## config.mk

```make
export PLATFORM = sky130hd
export DESIGN_NAME = iacu_unit
export DESIGN_NICKNAME = d
export VERILOG_FILES = /design/src/logic/iacu_pkg.sv /design/src/logic/iacu_unit.sv
export SDC_FILE = /design/constraint.sdc
export NUM_CORES = 1
export LEC_CHECK = 0
export BUFFER_PORTS_ARGS = -buffer_cell sky130_fd_sc_hd__buf_2
export CAP_MARGIN = 25
export CORE_ASPECT_RATIO = 0.75
export CORE_MARGIN = 5
export CORE_UTILIZATION = 40
export CTS_CLUSTER_DIAMETER = 80
export DETAILED_ROUTE_END_ITERATION = 10
export GPL_TIMING_DRIVEN = 0
export PLACE_DENSITY = 0.66
export SYNTH_ARGS = -nofsm -noshare
export SYNTH_HDL_FRONTEND = slang
export SYNTH_SLANG_ARGS = --single-unit
```

## constraint.sdc

```tcl
create_clock -name i_clk -period 11.4 [get_ports i_clk]
set_input_delay 1.14 -clock i_clk [delete_from_list [all_inputs] [get_ports i_clk]]
set_output_delay 1.14 -clock i_clk [all_outputs]
set_load 0.005 [all_outputs]
```

## src/logic/iacu_pkg.sv

```systemverilog
// Constants and encodings for the integer arithmetic and compare unit.
// ****************************************************************
// ****************************************************************
package iacu_pkg;
   localparam int unsigned WORD_W = 32;
   localparam int unsigned IMM_W = 8;
   localparam int unsigned OP_W = 7;
   localparam int unsigned VEC_W = 8;
   localparam int unsigned FLAG_W = 4;

   // Operation code fields
   localparam int unsigned OP_CLS_HI = 6;
   localparam int unsigned OP_CLS_LO = 5;
   localparam int unsigned OP_SUB_BIT = 4;
   localparam int unsigned OP_REV_BIT = 3;
   localparam int unsigned OP_CRY_BIT = 2;
   localparam int unsigned OP_CHK_HI = 1;
   localparam int unsigned OP_ASRT_BIT = 4;
   localparam int unsigned OP_UNS_BIT = 3;
   localparam int unsigned OP_REL_HI = 2;
   localparam int unsigned OP_IDX_HI = 4;

   localparam logic [1:0] CLS_ARITH = 2'h0;
   localparam logic [1:0] CLS_CMP = 2'h1;
   localparam logic [1:0] CLS_MULDIV = 2'h2;
   localparam logic [1:0] CLS_EMUL = 2'h3;

   localparam logic [1:0] CHK_NONE = 2'h0;
   localparam logic [1:0] CHK_SIGNED = 2'h1;
   localparam logic [1:0] CHK_UNSIGNED = 2'h2;

   localparam logic [2:0] REL_EQ = 3'h0;
   localparam logic [2:0] REL_NE = 3'h1;
   localparam logic [2:0] REL_LT = 3'h2;
   localparam logic [2:0] REL_LE = 3'h3;
   localparam logic [2:0] REL_GT = 3'h4;
   localparam logic [2:0] REL_GE = 3'h5;
   localparam logic [2:0] REL_BYTE = 3'h6;

   // Multiply and divide operation indices
   localparam logic [4:0] MD_PRODUCT_LOW_UNSIGNED = 5'h00;
   localparam logic [4:0] MD_PRODUCT_LOW_SIGNED = 5'h01;
   localparam logic [4:0] MD_PRODUCT_STEP_SIGNED = 5'h02;
   localparam logic [4:0] MD_PRODUCT_STEP_FINAL = 5'h03;
   localparam logic [4:0] MD_PRODUCT_HIGH_SIGNED = 5'h04;
   localparam logic [4:0] MD_PRODUCT_HIGH_UNSIGNED = 5'h05;
   localparam logic [4:0] MD_PRODUCT_STEP_UNSIGNED = 5'h06;
   localparam logic [4:0] MD_QUOTIENT_FULL_SIGNED = 5'h07;
   localparam logic [4:0] MD_QUOTIENT_FULL_UNSIGNED = 5'h08;
   localparam logic [4:0] MD_QUOTIENT_STEP_INIT = 5'h09;
   localparam logic [4:0] MD_QUOTIENT_STEP = 5'h0A;
   localparam logic [4:0] MD_QUOTIENT_STEP_FINAL = 5'h0B;
   localparam logic [4:0] MD_REMAINDER_FIXUP = 5'h0C;
   localparam logic [4:0] MD_COUNT = 5'h0D;
   localparam logic [4:0] EMUL_COUNT = 5'h10;

   // Trap vectors
   localparam logic [VEC_W-1:0] VEC_ILLEGAL = 8'h00;
   localparam logic [VEC_W-1:0] VEC_PROTECT = 8'h05;
   localparam logic [VEC_W-1:0] VEC_OUT_OF_RANGE = 8'h02;
   localparam logic [VEC_W-1:0] VEC_MD_BASE = 8'h20;
   localparam logic [VEC_W-1:0] VEC_EMUL_BASE = 8'h30;
   localparam logic [VEC_W-1:0] VEC_USER_LIMIT = 8'h3F;

   // Flag positions
   localparam int unsigned FL_C = 0;
   localparam int unsigned FL_Z = 1;
   localparam int unsigned FL_N = 2;
   localparam int unsigned FL_V = 3;
   localparam logic [FLAG_W-1:0] FLAGS_RESET = 4'h0;
   localparam logic [WORD_W-1:0] BOOL_TRUE = 32'h80000000;
   localparam logic [WORD_W-1:0] BOOL_FALSE = 32'h00000000;
endpackage : iacu_pkg

```

## src/logic/iacu_unit.sv

```systemverilog
// Integer arithmetic and compare/assert execution unit.
`timescale 1ns/1ns
`default_nettype none
module iacu_unit
   import iacu_pkg::*;
(
   input wire logic i_clk,
   input wire logic i_rst_n,
   input wire logic i_valid,
   input wire logic [OP_W-1:0] i_op,
   input wire logic [WORD_W-1:0] i_src_a,
   input wire logic [WORD_W-1:0] i_src_b,
   input wire logic [IMM_W-1:0] i_imm8,
   input wire logic i_use_imm,
   input wire logic [VEC_W-1:0] i_vector,
   input wire logic i_user_mode,
   output logic o_done,
   output logic o_write,
   output logic [WORD_W-1:0] o_result,
   output logic o_trap,
   output logic [VEC_W-1:0] o_trap_vector,
   output logic [FLAG_W-1:0] o_flags
);
   // ****************************************************************
   // Operand selection and decode
   // ****************************************************************
   logic [WORD_W-1:0] opd_b;
   logic [1:0] op_cls;
   logic is_sub;
   logic is_rev;
   logic use_cry;
   logic [1:0] chk;
   logic [2:0] rel;
   logic is_assert;
   logic is_uns;
   logic [4:0] op_idx;

   assign opd_b = i_use_imm ? {{(WORD_W-IMM_W){1'b0}}, i_imm8} : i_src_b;
   assign op_cls = i_op[OP_CLS_HI:OP_CLS_LO];
   assign is_sub = i_op[OP_SUB_BIT];
   assign is_rev = i_op[OP_REV_BIT];
   assign use_cry = i_op[OP_CRY_BIT];
   assign chk = i_op[OP_CHK_HI:0];
   assign rel = i_op[OP_REL_HI:0];
   assign is_assert = i_op[OP_ASRT_BIT];
   assign is_uns = i_op[OP_UNS_BIT];
   assign op_idx = i_op[OP_IDX_HI:0];

   // ****************************************************************
   // Adder
   // ****************************************************************
   logic [WORD_W-1:0] add_x;
   logic [WORD_W-1:0] add_y;
   logic add_cin;
   logic [WORD_W:0] add_sum;
   logic [WORD_W-1:0] add_res;
   logic add_cout;
   logic add_sovf;

   // Subtract is x + ~y + cin; cin is 1 or the carry for borrow forms
   always_comb begin
      add_x = is_rev ? opd_b : i_src_a;
      add_y = is_rev ? i_src_a : opd_b;
      if (is_sub) begin
         add_y = ~add_y;
      end
      add_cin = use_cry ? o_flags[FL_C] : is_sub;
   end

   assign add_sum = {1'b0, add_x} + {1'b0, add_y} + {{WORD_W{1'b0}}, add_cin};
   assign add_res = add_sum[WORD_W-1:0];
   assign add_cout = add_sum[WORD_W];
   assign add_sovf = (add_x[WORD_W-1] == add_y[WORD_W-1]) && (add_res[WORD_W-1] != add_x[WORD_W-1]);

   // ****************************************************************
   // Comparator
   // ****************************************************************
   logic cmp_eq;
   logic cmp_lt;
   logic cmp_byte;
   logic cmp_true;
   logic cmp_legal;

   assign cmp_eq = i_src_a == opd_b;
   assign cmp_lt = is_uns ? (i_src_a < opd_b) : ($signed(i_src_a) < $signed(opd_b));
   assign cmp_byte = (i_src_a[7:0] == opd_b[7:0]) || (i_src_a[15:8] == opd_b[15:8]) ||
      (i_src_a[23:16] == opd_b[23:16]) || (i_src_a[31:24] == opd_b[31:24]);

   always_comb begin
      cmp_legal = 1'b1;
      case (rel)
         REL_EQ: cmp_true = cmp_eq;
         REL_NE: cmp_true = !cmp_eq;
         REL_LT: cmp_true = cmp_lt;
         REL_LE: cmp_true = cmp_lt || cmp_eq;
         REL_GT: cmp_true = !cmp_lt && !cmp_eq;
         REL_GE: cmp_true = !cmp_lt;
         REL_BYTE: begin
            cmp_true = cmp_byte;
            cmp_legal = !is_assert && !is_uns;
         end
         default: begin
            cmp_true = 1'b0;
            cmp_legal = 1'b0;
         end
      endcase
      if ((rel == REL_EQ || rel == REL_NE) && is_uns) begin
         cmp_legal = 1'b0;
      end
   end

   // ****************************************************************
   // Outcome selection
   // ****************************************************************
   logic next_write;
   logic [WORD_W-1:0] next_result;
   logic next_trap;
   logic [VEC_W-1:0] next_vector;
   logic next_flag_upd;

   always_comb begin
      next_write = 1'b0;
      next_result = o_result;
      next_trap = 1'b0;
      next_vector = o_trap_vector;
      next_flag_upd = 1'b0;
      case (op_cls)
         CLS_ARITH: begin
            if (chk == 2'h3) begin
               next_trap = 1'b1;
               next_vector = VEC_ILLEGAL;
            end else begin
               next_write = 1'b1;
               next_result = add_res;
               next_flag_upd = 1'b1;
               if (chk == CHK_SIGNED && add_sovf) begin
                  next_trap = 1'b1;
                  next_vector = VEC_OUT_OF_RANGE;
               end
               if (chk == CHK_UNSIGNED && (is_sub ? !add_cout : add_cout)) begin
                  next_trap = 1'b1;
                  next_vector = VEC_OUT_OF_RANGE;
               end
            end
         end
         CLS_CMP: begin
            if (!cmp_legal) begin
               next_trap = 1'b1;
               next_vector = VEC_ILLEGAL;
            end else if (is_assert) begin
               if (!cmp_true) begin
                  next_trap = 1'b1;
                  next_vector = (i_user_mode && i_vector <= VEC_USER_LIMIT) ? VEC_PROTECT : i_vector;
               end
            end else begin
               next_write = 1'b1;
               next_result = cmp_true ? BOOL_TRUE : BOOL_FALSE;
            end
         end
         CLS_MULDIV: begin
            next_trap = 1'b1;
            next_vector = (op_idx < MD_COUNT) ? VEC_MD_BASE + {3'h0, op_idx} : VEC_ILLEGAL;
         end
         CLS_EMUL: begin
            next_trap = 1'b1;
            next_vector = (op_idx < EMUL_COUNT) ? VEC_EMUL_BASE + {3'h0, op_idx} : VEC_ILLEGAL;
         end
         default: begin
            next_trap = 1'b1;
            next_vector = VEC_ILLEGAL;
         end
      endcase
   end

   // ****************************************************************
   // Registered results
   // ****************************************************************
   always_ff @(posedge i_clk) begin
      if (!i_rst_n) begin
         o_done <= 1'b0;
         o_write <= 1'b0;
         o_trap <= 1'b0;
      end else begin
         o_done <= i_valid;
         o_write <= i_valid && next_write;
         o_trap <= i_valid && next_trap;
      end
   end

   always_ff @(posedge i_clk) begin
      if (!i_rst_n) begin
         o_result <= BOOL_FALSE;
         o_trap_vector <= VEC_ILLEGAL;
      end else if (i_valid) begin
         o_result <= next_result;
         o_trap_vector <= next_vector;
      end
   end

   // Arithmetic status register
   always_ff @(posedge i_clk) begin
      if (!i_rst_n) begin
         o_flags <= FLAGS_RESET;
      end else if (i_valid && next_flag_upd) begin
         o_flags[FL_C] <= add_cout;
         o_flags[FL_Z] <= add_res == BOOL_FALSE;
         o_flags[FL_N] <= add_res[WORD_W-1];
         o_flags[FL_V] <= add_sovf;
      end
   end

   logic arith_ok;
   assign arith_ok = i_valid && op_cls == CLS_ARITH && chk != 2'h3;

   // ****************************************************************
   // Compare, arithmetic, trap and hold checks
   // ****************************************************************
   logic cmp_op;
   logic [WORD_W-1:0] lane_diff;
   assign cmp_op = i_valid && op_cls == CLS_CMP && !is_assert;
   assign lane_diff = i_src_a ^ opd_b;
endmodule : iacu_unit
`default_nettype wire

```

==> key figures <==
Worst setup path
  • Critical Path RT: 11.59 ns
  • Path type of the worst setup path: in -> reg
  • CP arrival: 6.25 ns
  • CP Launch Type: primary input
  • Critical path capture point type: flop
  • Max FO, Critical Path: 10

Placement
  • IO buf count: 136
  • Post-Place Worst Slack: roughly 5.2 ns
  • Detailed Place HPWL: 15,400 µm
  • Post-DP Area: 6540 µm²
  • Gpl congestion: 0.969

Clock tree
  • Clock slew at reported path FFs: 0.07 ns
  • H-Tree Depth: 2
  • CTS Root Buffer Type: clkbuf_16
  • TritonCTS clock tree: yes
  • CTS Buf Count: 5
  • CTS sink cnt: 47
  • Post-CTS sizing: 0
  • Clk_lat worst skew: 0.30 ns
  • Setup Buffers After CTS: 0
  • Maximum clock path buffer count: 2
  • Hold-fix buffers, CTS: 0

Pwr
  • Internal power: approximately 450 µW
  • Pwr/cell area: 111 nW/µm²
  • Clock power frac: 0.257
  • Share of power burned in registers: 0.239
  • Switching Share: 0.402
  • Maximum VDD drop: 0.0664 mV
  • P_leak: 2.92 nW
  • Comb pwr share: 0.504
  • Sw Pwr: 300 µW

Yosys
  • Synth Area in Compound Gates: 0.294
  • Main combinational cell family by area after synthesis: compound AO/OA/AOI/OAI gates
  • Post-synth ARST share: 0
  • Post-synth EDFFs: 0
  • Syn nets: 935
  • Cells after Synth: 778
  • #FFs+latches synth: 47
  • Synth warn: 0
  • Sequential area share after synthesis: 0.167
  • Post-synth top flop: dfxtp_1
  • Post-Syn Area per Cell: about 7.2 µm²
  • Adder-Cell Fraction of Synth Area: 0.147
  • Synth Area in XOR/XNOR: 0.0855
  • Multiplexer share of the synthesized area: 0.0255
  • Post-synthesis cell type count: 66
  • Cell Area, Synth: roughly 5600 µm²
  • Synth Area in Simple Gates: 0.244

Status
  • Outcome: completed

Timing
  • Final setup TNS: 0 ns
  • Final min period: 6.05 ns
  • Post-route clock skew: 0.00600 ns
  • Relative slew slack: 0.454
  • Final Worst Setup Slack: 5.35 ns
  • Period utilization: 0.531
  • FMAX: 165 MHz
  • Hold Fails Final Rpt: 0
  • Endpoints failing setup: 0
  • RSZ-0062 raised after global routing: no
  • Slew @ Worst Pin: 0.819 ns
  • Final Max Slew Viols: 0

Global routing
  • Grt total ovfl: 0
  • GR peak layer: met2
  • Met3 GRT Util: 0.0388
  • Global-route wire length before repair: between 30,000 and 40,000 µm
  • Vias in the first global route: 6,030
  • Met1 Use GR: 0.316
  • Total GRT Usage: 0.218
  • Met2 usage: 0.344
  • Largest net degree at the start of global routing: 16
  • Initial antenna violation count: 0

Die
  • Top-level I/O count: about 140
  • CORE AREA: 13,700 µm²
  • Die H: approximately 110 µm
  • Die area: 16,600 µm²
  • Core Rows: 37
  • Initial core utilization: 0.410
  • Die Span X: 147 µm

Route
  • Final ANT Viol Nets: 0
  • DR pass1 iterations: 5
  • Routed Wire Length: 18,300 µm
  • DR WL/cell: ~17 µm
  • Post-route DRC: 0
  • Iter 0 DRT Violations: 437
  • Via density: 5.68
  • Via count: about 6,200

Final layout
  • Area grow syn2layout: 19.5%
  • Commonest cells after routing, fill and taps aside: buf_2 (140), nand2_1 (91), a21oi_1 (81)
  • Design Area, Final: between 6000 and 7000 µm²
  • Antenna fix cells: 0
  • Commonest non-fill, non-tap cell in the layout: buf_2
  • Nets: 1,079
  • Layout cell share with drive strength beyond 1: 0.184
  • FILL cells: 1,427

Run
  • Max_cap viols: 0

Min path
  • Worst hold path class: reg -> reg
==> state kept, by name, summed over array words and instances (netlist names) <==
name,count
o_trap,1
o_result,32
o_trap_vector,8
o_flags,4
o_done,1
o_write,1
==> per-layer routing <==
layer  vias up  share of wire
met1      2881           0.50
met4         0          0.014
li1       3120              -
met2       224           0.42
met3        16          0.068
met5         -              0
==> synth_stat cells (2+ instances only) <==
| cell | count | share of area |
|---|---|---|
| and4_1 | 7 | 0.011 |
| ha_1 | 63 | 0.14 |
| o21ai_0 | 74 | 0.066 |
| mux2_2 | 2 | 0.0040 |
| a21oi_1 | 81 | 0.072 |
| and3_1 | 5 | 0.0055 |
| a22oi_1 | 18 | 0.024 |
| nor4_1 | 3 | 0.0033 |
| nand3_1 | 17 | 0.015 |
| o2111ai_1 | 2 | 0.0031 |
| o31a_1 | 2 | 0.0031 |
| nor3_1 | 15 | 0.013 |
| a31oi_1 | 5 | 0.0055 |
| fa_1 | 2 | 0.0071 |
| a211oi_1 | 7 | 0.0093 |
| a221oi_1 | 5 | 0.0078 |
| clkbuf_1 | 29 | 0.019 |
| a32oi_1 | 2 | 0.0031 |
| a21o_1 | 10 | 0.013 |
| buf_2 | 3 | 0.0027 |
| nand4_1 | 10 | 0.011 |
| nand2_1 | 91 | 0.061 |
| and2_1 | 10 | 0.011 |
| xor2_1 | 15 | 0.023 |
| nor2b_1 | 8 | 0.0089 |
| buf_1 | 7 | 0.0047 |
| and3b_1 | 3 | 0.0047 |
| or3_1 | 5 | 0.0055 |
| nor3b_1 | 4 | 0.0053 |
| a211oi_2 | 7 | 0.016 |
| inv_1 | 12 | 0.0080 |
| mux2i_1 | 11 | 0.020 |
| dfxtp_1 | 47 | 0.17 |
| o21bai_1 | 2 | 0.0027 |
| nand2b_1 | 25 | 0.028 |
| o311ai_0 | 3 | 0.0047 |
| o21ai_1 | 7 | 0.0062 |
| nor2_1 | 73 | 0.049 |
| a21boi_0 | 6 | 0.0080 |
| xnor2_1 | 40 | 0.062 |
| o21a_1 | 10 | 0.013 |
| o211ai_1 | 6 | 0.0080 |
==> final timing paths <==
path                                   endpoint  slack, ns  depth (start not counted)                     startpoint
hold / removal    o_trap_vector[7]$_SDFFE_PN0P_       0.45                          2  o_trap_vector[7]$_SDFFE_PN0P_
setup reg to reg  o_trap_vector[1]$_SDFFE_PN0P_       7.33                         15        o_flags[0]$_SDFFE_PN0P_
setup / recovery  o_trap_vector[1]$_SDFFE_PN0P_       5.35                         20                        i_op[3]
hold reg to reg   o_trap_vector[7]$_SDFFE_PN0P_       0.45                          2  o_trap_vector[7]$_SDFFE_PN0P_
==> critical path, cell delays in order <==
cell      delay, ns
buf_2          0.15
inv_1          0.07
clkbuf_1       0.39
buf_1          0.52
mux2i_1        0.28
xnor2_1        0.19
fa_1           0.24
inv_1          0.05
fa_1           0.42
a211oi_1       0.32
o211ai_1       0.15
a221oi_2       0.39
o21ai_2        0.22
a211oi_2       0.32
o21ai_1        0.22
xnor2_1        0.17
a221o_1        0.42
and2_1         0.20
buf_2          0.18
o21a_1         0.18
==> final cells by class <==
| cell class | count | area (µm²) | area share |
|---|---|---|---|
| plain buffers | 40 | 161 | 0.0240 |
| clock buffers | 5 | 125 | 0.0186 |
| clock inverters | 3 | 67.6 | 0.0100 |
| inverters | 13 | 48.8 | 0.00725 |
| multi-input cells | 678 | 4490 | 0.666 |
| flip-flops and latches | 47 | 941 | 0.140 |
| well taps | 175 | 219 | 0.0325 |
| repair buffers | 137 | 686 | 0.102 |
==> power groups by stage <==
| stage | clock (mW) | sequential, mW | combinational [mW] |
|---|---|---|---|
| finish | 0.192 | 0.179 | 0.376 |
| global route | 0.198 | 0.180 | 0.422 |
| CTS | 0.193 | 0.179 | 0.373 |
| detailed placement | 0 | 0.182 | 0.370 |
| global placement | 0 | 0.183 | 0.369 |
| floorplan | 0 | 0.183 | 0.262 |
==> per-stage QoR <==
stage | cells | hold slack, ns | util | total power [mW]
CTS | 1098 | 0.457 | 0.490 | 0.745
global placement | 1089 | 0.440 | 0.475 | 0.552
global route | 1098 | 0.488 | 0.490 | 0.800
finish | 1098 | 0.451 | 0.490 | 0.747
detailed placement | 1090 | 0.446 | 0.476 | 0.553
floorplan | 778 | 0.445 | - | 0.445
==> cells by family (layout without fill, tap and decap cells) <==
family	after synthesis	count (layout)
xor+xnor	55	55
flops	47	47
buf+inv	53	198
mux	14	14
compound gates	261	261
simple gates	283	283
fa+ha+maj	65	65
(Power assumes the default switching activity.)
